## config.mk

```make
export PLATFORM = sky130hd
export DESIGN_NAME = psfc_top
export DESIGN_NICKNAME = d
export VERILOG_FILES = /design/src/rtl/psfc_pkg.sv /design/src/rtl/psfc_glitch.sv /design/src/rtl/psfc_top.sv
export SDC_FILE = /design/constraint.sdc
export NUM_CORES = 1
export LEC_CHECK = 0
export BUFFER_PORTS_ARGS = -buffer_cell sky130_fd_sc_hd__buf_2
export CAP_MARGIN = 10
export CORE_UTILIZATION = 45
export CTS_CLUSTER_SIZE = 8
export DETAILED_ROUTE_END_ITERATION = 7
export PLACE_DENSITY = 0.68
export SKIP_LAST_GASP = 1
export SYNTH_ARGS = -nofsm -noshare
export SYNTH_HDL_FRONTEND = slang
export SYNTH_SLANG_ARGS = --single-unit
```

## constraint.sdc

```tcl
create_clock -name clock -period 10 [get_ports clock]
set_input_delay 1.5 -clock clock [delete_from_list [all_inputs] [get_ports clock]]
set_output_delay 1.5 -clock clock [all_outputs]
set_load 0.005 [all_outputs]
```

## src/rtl/psfc_pkg.sv

```systemverilog
package psfc_pkg;

  // Clock rate and timing figures
  localparam int CLK_KHZ = 50000;
  localparam int CYC_PER_US = CLK_KHZ / 1000;
  localparam int TERM_50_MS = 50;
  localparam int TERM_100_MS = 100;
  localparam int TERM_200_MS = 200;
  localparam int TERM_50_CYC = TERM_50_MS * CLK_KHZ;
  localparam int TERM_100_CYC = TERM_100_MS * CLK_KHZ;
  localparam int TERM_200_CYC = TERM_200_MS * CLK_KHZ;
  localparam int POFF_1P5_US = 1500;
  localparam int POFF_12P5_US = 12500;
  localparam int POFF_25_US = 25000;
  localparam int POFF_50_US = 50000;
  localparam int POFF_1P5_CYC = POFF_1P5_US * CYC_PER_US;
  localparam int POFF_12P5_CYC = POFF_12P5_US * CYC_PER_US;
  localparam int POFF_25_CYC = POFF_25_US * CYC_PER_US;
  localparam int POFF_50_CYC = POFF_50_US * CYC_PER_US;
  localparam int GLITCH_US = 8;
  localparam int GLITCH_CYC = GLITCH_US * CYC_PER_US;
  localparam logic [8:0] GLITCH_LIM = 9'(GLITCH_CYC);
  localparam int RAMP_STEP_US = 10;
  localparam logic [9:0] RAMP_LIM = 10'(RAMP_STEP_US * CYC_PER_US - 1);
  localparam logic [23:0] TIMER_MAX = 24'hFFFFFF;

  // Code limits
  localparam logic [7:0] REF_MAX = 8'hFA;
  localparam logic [7:0] OFS_MAX = 8'h7D;
  localparam logic [7:0] DUTY_MIN = 8'h1A;
  localparam logic [7:0] DUTY_MAX = 8'hE6;
  localparam logic [1:0] FIRST_POS = 2'h0;
  localparam logic [1:0] LAST_POS = 2'h3;

  // Sequencer states
  typedef enum logic [2:0] {
    ST_IDLE = 3'b000,
    ST_PON = 3'b001,
    ST_ON = 3'b010,
    ST_POFF_WAIT = 3'b011,
    ST_POFF_DLY = 3'b100
  } psfc_state_t;

  // Fault and battery responses
  typedef enum logic [1:0] {
    ACT_NONE = 2'b00,
    ACT_FORCE = 2'b01,
    ACT_POFF = 2'b10
  } psfc_act_t;

  // Termination period select
  typedef enum logic [1:0] {
    TERM_OFF = 2'b00,
    TERM_50 = 2'b01,
    TERM_100 = 2'b10,
    TERM_200 = 2'b11
  } psfc_term_t;

  // Margin command codes
  typedef enum logic [1:0] {
    MRG_NOM = 2'b00,
    MRG_HIGH = 2'b01,
    MRG_LOW = 2'b10
  } psfc_msel_t;

  // Static configuration
  typedef struct packed {
    logic [3:0] manual;
    logic [3:0][1:0] pos;
    psfc_term_t term_sel;
    logic [1:0] poff_sel;
    logic [3:0][1:0] mon_level;
    logic [3:0] glitch_on;
    psfc_act_t fault_act;
    logic health_en;
    psfc_act_t batt_act;
    logic batt_latch;
    logic [2:0] slew_sel;
    logic [3:0] slew_dis;
    logic [1:0][2:0] tap;
  } psfc_cfg_t;

  // Command strobes, one cycle each
  typedef struct packed {
    logic power_on;
    logic power_off;
    logic force_off;
    logic margin;
    logic [3:0][1:0] margin_sel;
  } psfc_cmd_t;

  // Stored voltage settings
  typedef struct packed {
    logic [3:0][7:0] nom;
    logic [3:0][7:0] high;
    logic [3:0][7:0] low;
  } psfc_mrg_t;

  // Settings toward the analog side
  typedef struct packed {
    logic [3:0][7:0] vset;
    logic [1:0][2:0] tap;
    logic [2:0] slew_sel;
    logic [3:0] slew_en;
    logic [3:0][1:0] mon_level;
  } psfc_ana_t;

endpackage : psfc_pkg

```

## src/rtl/psfc_glitch.sv

```systemverilog
`timescale 1ns/1ns
module psfc_glitch (
  // Clock and reset
  input wire logic clock,
  input wire logic reset,
  // Filter setting and raw violation
  input wire logic filter_on,
  input wire logic violation,
  // Qualified fault level
  output logic fault
);
  import psfc_pkg::*;

  logic [8:0] cnt;

  // Persistence counter, saturates at the filter length
  always_ff @(posedge clock or posedge reset) begin
    if (reset) begin
      cnt <= 9'h000;
    end else if (!violation) begin
      cnt <= 9'h000;
    end else if (cnt != GLITCH_LIM) begin
      cnt <= cnt + 9'h001;
    end
  end

  // Fault only once the violation outlasts the filter
  always_ff @(posedge clock or posedge reset) begin
    if (reset) begin
      fault <= 1'b0;
    end else begin
      fault <= violation && (!filter_on || cnt == GLITCH_LIM);
    end
  end
endmodule : psfc_glitch

```

## src/rtl/psfc_top.sv

```systemverilog
`timescale 1ns/1ns
module psfc_top #(
  parameter int TERM_50_CYC = psfc_pkg::TERM_50_CYC,
  parameter int TERM_100_CYC = psfc_pkg::TERM_100_CYC,
  parameter int TERM_200_CYC = psfc_pkg::TERM_200_CYC,
  parameter int POFF_1P5_CYC = psfc_pkg::POFF_1P5_CYC,
  parameter int POFF_12P5_CYC = psfc_pkg::POFF_12P5_CYC,
  parameter int POFF_25_CYC = psfc_pkg::POFF_25_CYC,
  parameter int POFF_50_CYC = psfc_pkg::POFF_50_CYC
) (
  // Clock and reset
  input wire logic clock,
  input wire logic reset,
  // Configuration, commands and stored settings
  input wire psfc_pkg::psfc_cfg_t cfg,
  input wire psfc_pkg::psfc_cmd_t cmd,
  input wire psfc_pkg::psfc_mrg_t mrg,
  input wire logic [3:0] chan_enable,
  input wire logic [3:0][7:0] duty_req,
  // Analog comparators, asynchronous
  input wire logic [3:0] out_good,
  input wire logic [3:0] out_over,
  input wire logic [1:0] batt_low_raw,
  // Channel control and settings
  output logic [3:0] chan_on,
  output psfc_pkg::psfc_ana_t ana,
  output logic [3:0][7:0] duty,
  // Status
  output psfc_pkg::psfc_state_t seq_state,
  output logic [1:0] seq_pos,
  output logic unhealthy,
  output logic margin_done
);
  import psfc_pkg::*;

  logic [9:0] sync1;
  logic [9:0] sync2;
  logic [3:0] good;
  logic [3:0] over;
  logic batt_low;
  logic batt_q;
  logic fault_q;
  logic batt_hold;
  logic [3:0] seq_on;
  logic [3:0] mon_active;
  logic [3:0] man_on;
  logic man_kill;
  logic pos_enter;
  logic [3:0] fault_flt;
  logic [3:0] cur_mask;
  logic [23:0] term_cnt;
  logic [23:0] dly_cnt;
  logic [23:0] term_lim;
  logic [23:0] dly_lim;
  logic [9:0] ramp_cnt;
  logic [3:0][1:0] mrg_sel;
  logic [3:0][7:0] tgt;
  logic term_en;
  logic term_run;
  logic term_exp;
  logic dly_done;
  logic poff_busy;
  logic any_fault;
  logic fault_evt;
  logic batt_evt;
  logic auto_restart;
  logic pon_req;
  logic poff_req;
  logic force_req;
  logic ramp_tick;
  logic duty_ok;

  // Non-manual channels that occupy a given position
  function automatic logic [3:0] in_pos(input logic [1:0] p);
    logic [3:0] m;
    m = 4'h0;
    for (int i = 0; i < 4; i++) begin
      m[i] = !cfg.manual[i] && cfg.pos[i] == p;
    end
    return m;
  endfunction : in_pos

  // Comparator levels cross in through two flops
  always_ff @(posedge clock or posedge reset) begin
    if (reset) begin
      sync1 <= 10'h000;
      sync2 <= 10'h000;
    end else begin
      sync1 <= {batt_low_raw, out_over, out_good};
      sync2 <= sync1;
    end
  end

  assign good = sync2[3:0];
  assign over = sync2[7:4];
  assign batt_low = |sync2[9:8];
  assign cur_mask = in_pos(seq_pos);
  assign poff_busy = seq_state == ST_POFF_WAIT || seq_state == ST_POFF_DLY;

  // Period selects
  always_comb begin
    case (cfg.term_sel)
      TERM_50: term_lim = 24'(TERM_50_CYC);
      TERM_100: term_lim = 24'(TERM_100_CYC);
      TERM_200: term_lim = 24'(TERM_200_CYC);
      default: term_lim = TIMER_MAX;
    endcase
    case (cfg.poff_sel)
      2'b00: dly_lim = 24'(POFF_1P5_CYC);
      2'b01: dly_lim = 24'(POFF_12P5_CYC);
      2'b10: dly_lim = 24'(POFF_25_CYC);
      default: dly_lim = 24'(POFF_50_CYC);
    endcase
  end

  // One filter per monitored output; only channels already up are watched
  for (genvar i = 0; i < 4; i++) begin : g_mon
    psfc_glitch u_glitch (
      .clock(clock),
      .reset(reset),
      .filter_on(cfg.glitch_on[i]),
      .violation(mon_active[i] && (!good[i] || over[i])),
      .fault(fault_flt[i])
    );
  end

  // Edge detect on battery and output faults
  always_ff @(posedge clock or posedge reset) begin
    if (reset) begin
      batt_q <= 1'b0;
      fault_q <= 1'b0;
    end else begin
      batt_q <= batt_low;
      fault_q <= any_fault;
    end
  end

  assign any_fault = |fault_flt;
  assign fault_evt = any_fault && !fault_q;
  assign batt_evt = batt_low && !batt_q;

  // Termination timer expiry, only while a position is being worked
  assign term_en = cfg.term_sel != TERM_OFF;
  assign term_run = seq_state == ST_PON || seq_state == ST_POFF_WAIT;
  assign term_exp = term_en && term_run && !pos_enter && term_cnt == term_lim - 24'h1;
  assign dly_done = seq_state == ST_POFF_DLY && dly_cnt == dly_lim - 24'h1;

  // Request sources
  assign auto_restart = batt_hold && !cfg.batt_latch && !batt_low;
  assign pon_req = (cmd.power_on || auto_restart) && !batt_low;
  assign force_req = cmd.force_off || term_exp
    || (fault_evt && cfg.fault_act == ACT_FORCE)
    || (batt_evt && cfg.batt_act == ACT_FORCE);
  assign poff_req = cmd.power_off
    || (fault_evt && cfg.fault_act == ACT_POFF)
    || (batt_evt && cfg.batt_act == ACT_POFF);

  // Battery hold: latched until power-on, or until recovery once idle
  // Waiting for idle keeps a recovery during power-off from losing the restart
  always_ff @(posedge clock or posedge reset) begin
    if (reset) begin
      batt_hold <= 1'b0;
    end else if (batt_evt && cfg.batt_act != ACT_NONE) begin
      batt_hold <= 1'b1;
    end else if (cfg.batt_latch ? cmd.power_on : (!batt_low && seq_state == ST_IDLE)) begin
      batt_hold <= 1'b0;
    end
  end

  // Sequencer; shutdown outranks everything so a hung step cannot block it
  always_ff @(posedge clock or posedge reset) begin
    if (reset) begin
      seq_state <= ST_IDLE;
      seq_pos <= FIRST_POS;
      seq_on <= 4'h0;
      mon_active <= 4'h0;
      pos_enter <= 1'b0;
    end else begin
      pos_enter <= 1'b0;
      if (force_req) begin
        seq_state <= ST_IDLE;
        seq_on <= 4'h0;
        mon_active <= 4'h0;
      end else if (poff_req && (seq_state == ST_PON || seq_state == ST_ON)) begin
        seq_state <= ST_POFF_WAIT;
        seq_pos <= LAST_POS;
        pos_enter <= 1'b1;
        seq_on <= seq_on & ~in_pos(LAST_POS);
        mon_active <= 4'h0;
      end else begin
        case (seq_state)
          ST_IDLE: begin
            if (pon_req) begin
              seq_state <= ST_PON;
              seq_pos <= FIRST_POS;
              pos_enter <= 1'b1;
              seq_on <= in_pos(FIRST_POS);
            end
          end
          ST_PON: begin
            mon_active <= mon_active | (seq_on & good);
            if ((cur_mask & good) == cur_mask) begin
              if (seq_pos == LAST_POS) begin
                seq_state <= ST_ON;
              end else begin
                seq_pos <= seq_pos + 2'h1;
                pos_enter <= 1'b1;
                seq_on <= seq_on | in_pos(seq_pos + 2'h1);
              end
            end
          end
          ST_ON: begin
            mon_active <= mon_active | (seq_on & good);
          end
          ST_POFF_WAIT: begin
            if ((cur_mask & good) == 4'h0) begin
              if (seq_pos == FIRST_POS) begin
                seq_state <= ST_IDLE;
              end else begin
                seq_pos <= seq_pos - 2'h1;
                seq_state <= ST_POFF_DLY;
              end
            end
          end
          ST_POFF_DLY: begin
            if (dly_done) begin
              seq_state <= ST_POFF_WAIT;
              pos_enter <= 1'b1;
              seq_on <= seq_on & ~cur_mask;
            end
          end
          default: begin
            seq_state <= ST_IDLE;
          end
        endcase
      end
    end
  end

  // Termination counter, cleared on every position entry
  always_ff @(posedge clock or posedge reset) begin
    if (reset) begin
      term_cnt <= 24'h000000;
    end else if (pos_enter || !term_run) begin
      term_cnt <= 24'h000000;
    end else if (term_cnt != TIMER_MAX) begin
      term_cnt <= term_cnt + 24'h000001;
    end
  end

  // Power-off step delay counter
  always_ff @(posedge clock or posedge reset) begin
    if (reset) begin
      dly_cnt <= 24'h000000;
    end else if (seq_state != ST_POFF_DLY) begin
      dly_cnt <= 24'h000000;
    end else begin
      dly_cnt <= dly_cnt + 24'h000001;
    end
  end

  // Manual kill: shutdown command wins over a power-on in the same cycle
  always_ff @(posedge clock or posedge reset) begin
    if (reset) begin
      man_kill <= 1'b0;
    end else if (cmd.force_off) begin
      man_kill <= 1'b1;
    end else if (cmd.power_on) begin
      man_kill <= 1'b0;
    end
  end

  // Manual channels follow their enable, frozen during power-off; faults ignored
  always_ff @(posedge clock or posedge reset) begin
    if (reset) begin
      man_on <= 4'h0;
    end else if (!poff_busy) begin
      man_on <= chan_enable & {4{!man_kill}};
    end
  end

  // Channel enables to the regulators
  always_ff @(posedge clock or posedge reset) begin
    if (reset) begin
      chan_on <= 4'h0;
    end else begin
      chan_on <= (seq_on & ~cfg.manual) | (man_on & cfg.manual);
    end
  end

  // Health flag: a new fault wins over a clearing power-on
  always_ff @(posedge clock or posedge reset) begin
    if (reset) begin
      unhealthy <= 1'b0;
    end else if (fault_evt && cfg.health_en) begin
      unhealthy <= 1'b1;
    end else if (cmd.power_on) begin
      unhealthy <= 1'b0;
    end
  end

  // Margin selection captured per command
  always_ff @(posedge clock or posedge reset) begin
    if (reset) begin
      mrg_sel <= {4{MRG_NOM}};
    end else if (cmd.margin) begin
      mrg_sel <= cmd.margin_sel;
    end
  end

  // Target codes, clamped to each reference range
  always_comb begin
    logic [7:0] v;
    logic [7:0] lim;
    v = 8'h00;
    lim = 8'h00;
    for (int i = 0; i < 4; i++) begin
      case (mrg_sel[i])
        MRG_HIGH: v = mrg.high[i];
        MRG_LOW: v = mrg.low[i];
        default: v = mrg.nom[i];
      endcase
      lim = (i == 0) ? OFS_MAX : REF_MAX;
      tgt[i] = (v > lim) ? lim : v;
    end
  end

  // Ramp step timer; slow steps keep margining from jumping the output
  always_ff @(posedge clock or posedge reset) begin
    if (reset) begin
      ramp_cnt <= 10'h000;
    end else if (ramp_tick) begin
      ramp_cnt <= 10'h000;
    end else begin
      ramp_cnt <= ramp_cnt + 10'h001;
    end
  end

  assign ramp_tick = ramp_cnt == RAMP_LIM;

  // Analog settings; no soft-start while powering off
  always_ff @(posedge clock or posedge reset) begin
    if (reset) begin
      ana <= '0;
    end else begin
      ana.tap <= cfg.tap;
      ana.slew_sel <= cfg.slew_sel;
      ana.slew_en <= ~cfg.slew_dis & {4{!poff_busy}};
      ana.mon_level <= cfg.mon_level;
      for (int i = 0; i < 4; i++) begin
        if (ramp_tick && ana.vset[i] < tgt[i]) begin
          ana.vset[i] <= ana.vset[i] + 8'h01;
        end else if (ramp_tick && ana.vset[i] > tgt[i]) begin
          ana.vset[i] <= ana.vset[i] - 8'h01;
        end
      end
    end
  end

  // Margin status: every setting sits at its target
  always_ff @(posedge clock or posedge reset) begin
    if (reset) begin
      margin_done <= 1'b0;
    end else begin
      margin_done <= ana.vset == tgt && !cmd.margin;
    end
  end

  // Duty clamp
  always_ff @(posedge clock or posedge reset) begin
    if (reset) begin
      duty <= {4{DUTY_MIN}};
    end else begin
      for (int i = 0; i < 4; i++) begin
        if (duty_req[i] < DUTY_MIN) begin
          duty[i] <= DUTY_MIN;
        end else if (duty_req[i] > DUTY_MAX) begin
          duty[i] <= DUTY_MAX;
        end else begin
          duty[i] <= duty_req[i];
        end
      end
    end
  end

  // Checker helper: every duty inside the window
  always_comb begin
    duty_ok = 1'b1;
    for (int i = 0; i < 4; i++) begin
      if (duty[i] < DUTY_MIN || duty[i] > DUTY_MAX) begin
        duty_ok = 1'b0;
      end
    end
  end
endmodule : psfc_top

```

# Word level (Yosys, flattened, before mapping)
# Index checks and enable logic that the tools add are counted.
[totals]
regBits = 239
latchBits = 0
mem_bits_rw = 0
rom_bits = 0
input_bits = 203
out_inout_bits = 96
elab_cells = 359
mem_count = 0
[classes]
n_addsub = 19
mul = 0
n_div = 0
magnitude_cmp = 20
n_eq_ne = 65
shift = 0
n_mux = 77
n_bitwise = 16
reduce_logical = 116
[ops]
columns = ["cell", "n"]
rows = [
  ["$mux W8", 20],
  ["$mux W24", 3],
  ["$mux W9", 8],
  ["$pmux W24 S3", 1],
  ["$pmux W22 S3", 1],
  ["$pmux W8 S2", 4],
  ["$gt A8 B8 Y1 const B", 7],
  ["$logic_and A1 B1 Y1", 50],
  ["$add A24 B1 Y24 const B", 2],
  ["$eq A24 B24 Y1", 2],
  ["$sub A24 B1 Y24 const B", 2],
  ["$add A9 B1 Y9 const B", 4],
  ["$eq A9 B9 Y1 const B", 4],
  ["$mux W4", 9],
  ["$ne A9 B9 Y1 const B", 4],
  ["$add A8 B1 Y8 const B", 4],
  ["$and A4 B4 Y4", 8],
  ["$eq A32 B32 Y1", 1],
  ["$gt A8 B8 Y1", 4],
  ["$lt A8 B5 Y1 const B", 4],
  ["$lt A8 B8 Y1", 4],
  ["$sub A8 B1 Y8 const B", 4],
  ["$eq A2 B2 Y1 const B", 14],
  ["$mux W3", 8],
  ["43 further kinds", 141],
]

# Longest topological paths before layout
[logic_depth]
word_depth = 10
depth_mapped = 24
depth_no_buf = 23

# Cells and area by module
# A second synthesis with hierarchy kept.
[hier_totals]
hier_cells = 1452
area_unflattened_um2 = 13641.8
[modules_own_cells]
columns = ["module", "instances", "cells_each", "area_per_inst_um2", "seq_area_each_um2"]
rows = [
  ["psfc_top", 1, 1236, 11459.7, 4994.8],
  ["psfc_glitch", 4, 54, 545.5, 250.2],
]

# Worst setup path after synthesis
# No wires, ideal clock.
[synth_timing]
kind = "input -> register"
startpoint = "input mrg[20] (netlist name)"
endpoint = "register ana[44] (netlist name)"
t_arrival_ps = 5431
t_required_ps = 9876
setup_slack_ps = 4445
path_stages = 21
path_cell_list = "a22oi_1 nor2_1 a21oi_1 nor3_1 nand2_1 nor2_1 nor2b_1 ha_1 nor2b_1 o211ai_1 a21oi_1 a2111oi_0 nand2_1 ha_1 a21o_1 a211oi_1 nor2_1 or4_1 a221oi_1 o21ai_0 xnor2_1"
[synth_via]
elab_chain_cells = 6
word_cells_on_any_way = 9
classes_between = "order compare (3); mux (3); reduce/logical (3)"
[synth_rtl]
columns = ["element", "line_no", "text"]
rows = [
  ["start, declared", "psfc_top.sv:17", "input wire psfc_pkg::psfc_mrg_t mrg,"],
  ["$pmux W8 S2 (*)", "psfc_top.sv:318", "case (mrg_sel[i])"],
  ["$gt A8 B8 Y1", "psfc_top.sv:324", "tgt[i] = (v > lim) ? lim : v;"],
  ["$mux W8 (*)", "psfc_top.sv:324", ""],
  ["$lt A8 B8 Y1 / $gt A8 B8 Y1 (equally long branches)", "psfc_top.sv:351, psfc_top.sv:353", ""],
  ["$logic_and A1 B1 Y1 (on tied branches)", "psfc_top.sv:351, psfc_top.sv:353", ""],
  ["$mux W8 / $reduce_bool A2 Y1 (equally long branches)", "n/a", ""],
  ["end, declared", "psfc_top.sv:26", "output psfc_pkg::psfc_ana_t ana,"],
]
# Every way passes the cells marked *; elsewhere a longest branch is shown, timed or not.
# A chain may end at the register's enable or synchronous reset.

# Worst setup path after layout
# Ends and elaborated chain as after synthesis.

==> summary.txt <==
Status - completed
Area of the multi-input gates - 6993 um2
Cts hold-fix bufs - 0
Hold Path End - sync2[9]
Final Instance Area - 16,180 um2
Critical R2R Capture - ana[44]
Via Count - 11,326
Min Tclk post-route - 5907 ps
Htree depth - 2
Routed length per instance - 16.28 um
CTS Buffer Depth - 3
Port Buffer Count - 298
Initial antenna violation count - 2
Largest area contributor in the netlist - dfrtp_1
Post-Synth Simple-Gate Area - 20.17%
Number of max-slew violations in the final report - 0
Residual DRC count - 0
Mapped Area - 13,390 um2
#FFs+latches synth - 239
Post-DRT Antenna Nets - 0
Share of layout cells above drive strength 1 - 21.88%
Synth Flop Type - dfrtp_1
Register area - 5996 um2
Post-synth ARST share - 100.0%
Nets@finish - 2,019
DIE HEIGHT - 174.5 um
P&R area growth vs syn - 20.83%
Clk Latency, worst-skew pair - 500 ps
Final design utilization - 55.76%
Max VDD drop - 0.0001416 V
Mux cell area share after synthesis - 1.364%
Clk pin slew, worst setup/hold paths - 60 ps
Root Buffer - clkbuf_16
Postcts setup bufs - 0
Main combinational cell family by area after synthesis - simple AND/OR/NAND/NOR gates
Iteration-0 DRC Markers - 557
Overall Global Routing Usage - 22.44%
Synth Area in Compound Gates - 13.03%
Crit end category - register
CP dominant cell by count - nor2_1
Fin Hold WS - 344.7 ps
First-pass GRT wire length - 55,570 um
Mapped Cells - 1,428
Drt first pass iters - 5
Sequential share of the synthesized area - 44.78%
Post-synth EDFFs - 0
CP Cell Sequence - buf_2, a22oi_1, nor2_1, a21oi_1, nor3_1, nand2_1, nor2_1, nor2b_1, ha_1, nor2b_1, o211ai_1, a21oi_1, a2111oi_0, nand2_1, ha_1, a21o_1, a211oi_1, nor2_1, or4_1, a221oi_1, o21ai_0, xnor2_1
Worst Hold Class - reg2reg
Worst Reg-to-Reg Cells - 21
Final Hold Violating Endpoints - 0
Syn_nets - 1,732
Hold Path Depth - 0
Crit-path max FO - 7
Sum Neg Setup Slack - 0 ps
Clock Skews - 14.57 ps
Synthesized-area fraction occupied by adder cells - 9.663%
I/O pin count - 299
Num rows - 62
# fillers - 2,660
Data required time of the worst path - 10,390 ps
Core area - 29,010 um2
Max cap viols - 0
Slowest CP cell - a2111oi_0
Ys Warns - 0
Yosys top cell area share - 42.43%
Initial Utilization - 46.15%
RSZ-0062 raised after global routing - no
Sink Count - 239
Placed instance count - 2,062
Largest net degree at the start of global routing - 115
Top cells by area, synth - dfrtp_1 (42%), ha_1 (9.1%), nor2_1 (5.2%)
Endpoints failing setup - 0
WP data arrival - 6300 ps
LEAKAGE - 7.615 nW
Placed Area - 15,200 um2
CTS tree - done
Post-Synth XOR/XNOR Area - 7.981%
Library cells used by synthesis - 61
Die width - 174.5 um
Max Fclk - 169.3 MHz
Slew margin rel. - 19.06%
TritonCTS buffer count - 35
Post_cts resized - 0
CP startpoint kind - input pin
Finished Layout Cells - 2,113
Measured slew at the worst slew-check pin - 1204 ps
DP Wirelength - 25,440 um
WL final - 34,390 um
Period utilisation layout - 59.07%
Die area - 30,450 um2
Overflow after GRT - 0
Power per Cell Area - 159.2 nW/um2
RR Startpoint - mrg_sel[4]
Vias per cell - 5.360
Slowest Stage Delay on Critical Path - 930 ps
Syn avg cell area - 9.376 um2
Hold Startpoint - sync1[9]
Vias in the first global route - 11,176
Reg2Reg Setup Slack - 4300 ps
Setup CP Type - in2reg
Placer Congestion - 0.9032
## metal layers
| layer | wire, um | up-vias | global-route usage, % |
|---|---|---|---|
| li1 | - | 5582 | - |
| met1 | 14880 | 5333 | 28.81 |
| met2 | 16060 | 342 | 36.50 |
| met3 | 2589 | 67 | 6.037 |
| met4 | 860 | 2 | 7.717 |
| met5 | 8 | - | 0 |
## kinds of logic after synthesis
logic type / Yosys count
buffers and inverters: 103
adder cells (fa/ha/maj): 101
AND/OR/NAND/NOR: 556
AO/OA/AOI/OAI: 291
XOR/XNOR: 122
flip-flops: 239
multiplexers: 15
other: 1
## worst max-delay path by stage
stage	startpoint	end	slack, ps	cells past startpoint
detailed placement	mrg[20]	ana[44]	3700	22
floorplan	reset	ana[0]	1960	1
CTS	mrg[20]	ana[44]	4210	22
global route	mrg[1]	ana[28]	3750	21
global placement	mrg[20]	ana[44]	3970	22
finish	mrg[20]	ana[44]	4090	22
## flip-flops by register name, indices dropped and copies added (netlist names), 2 cells and up
name,cells
seq_pos,2
seq_state,3
mon_active,4
mrg_sel,8
term_cnt,24
sync2,10
ramp_cnt,10
chan_on,4
duty,32
ana,53
g_mon.u_glitch.fault,4
man_on,4
dly_cnt,24
seq_on,4
g_mon.u_glitch.cnt,36
sync1,10
## area by class of cell
cell class | count | share of cell area (%)
multi-input cells | 1086 | 43.23
flip-flops and latches | 239 | 37.06
repair buffers | 305 | 9.544
clock buffers | 50 | 6.025
well taps | 384 | 2.970
inverters | 48 | 1.160
diodes | 1 | 0.01547
## report_power, final
part | internal [mW] | total [mW] | switching (mW)
Sequential | 1.01 | 1.05 | 0.0394
Combinational | 0.180 | 0.449 | 0.269
Clock | 0.664 | 1.08 | 0.415
Total | 1.85 | 2.58 | 0.723
## cells in the mapped netlist, types with 9 or more instances
cell type and number:
nand3_1 45, o211ai_1 15, clkbuf_1 49, inv_1 48, dfstp_2 12, and3_1 22, nand2b_1 15, a21oi_1 92
nor3_1 21, a211oi_1 9, xnor2_1 52, nor4_1 15, a21o_1 10, dfrtp_1 227, o21ai_0 83, xor2_1 70
nor2_1 186, nor2b_1 19, ha_1 97, nand4_1 35, a22oi_1 33, nand2_1 133, or3_1 13
## per-stage QoR
stage | total power, mW | setup slack (ps)
3_3_place_gp | 1.497 | 3966
5_1_grt | 2.699 | 3747
2_1_floorplan | 1.356 | 1960
3_5_place_dp | 1.509 | 3698
6_report | 2.576 | 4093
4_1_cts | 2.605 | 4211
## cell usage in the layout, fill, tap and decap left out, types with 9 or more instances in the layout
master,instances
dfstp_2,12
nor4_1,15
dfrtp_1,227
ha_1,97
clkbuf_1,13
buf_2,298
nand2b_1,15
clkbuf_16,37
inv_1,47
o211ai_1,15
a22oi_1,33
nand2_1,133
a21o_1,10
or3_1,13
xnor2_1,52
and3_1,22
a21oi_1,92
nor3_1,21
xor2_1,70
a211oi_1,9
o21ai_0,82
nor2_1,186
nand4_1,35
nand3_1,45
nor2b_1,19
## critical path: cells and delay by family
family,cells,cell delay [ps]
AO/OA/AOI/OAI,9,2370
AND/OR/NAND/NOR,9,1510
adder cells (fa/ha/maj),2,650
XOR/XNOR,1,140
buffers and inverters,1,100
No activity file was read; power rests on OpenSTA's default activity.
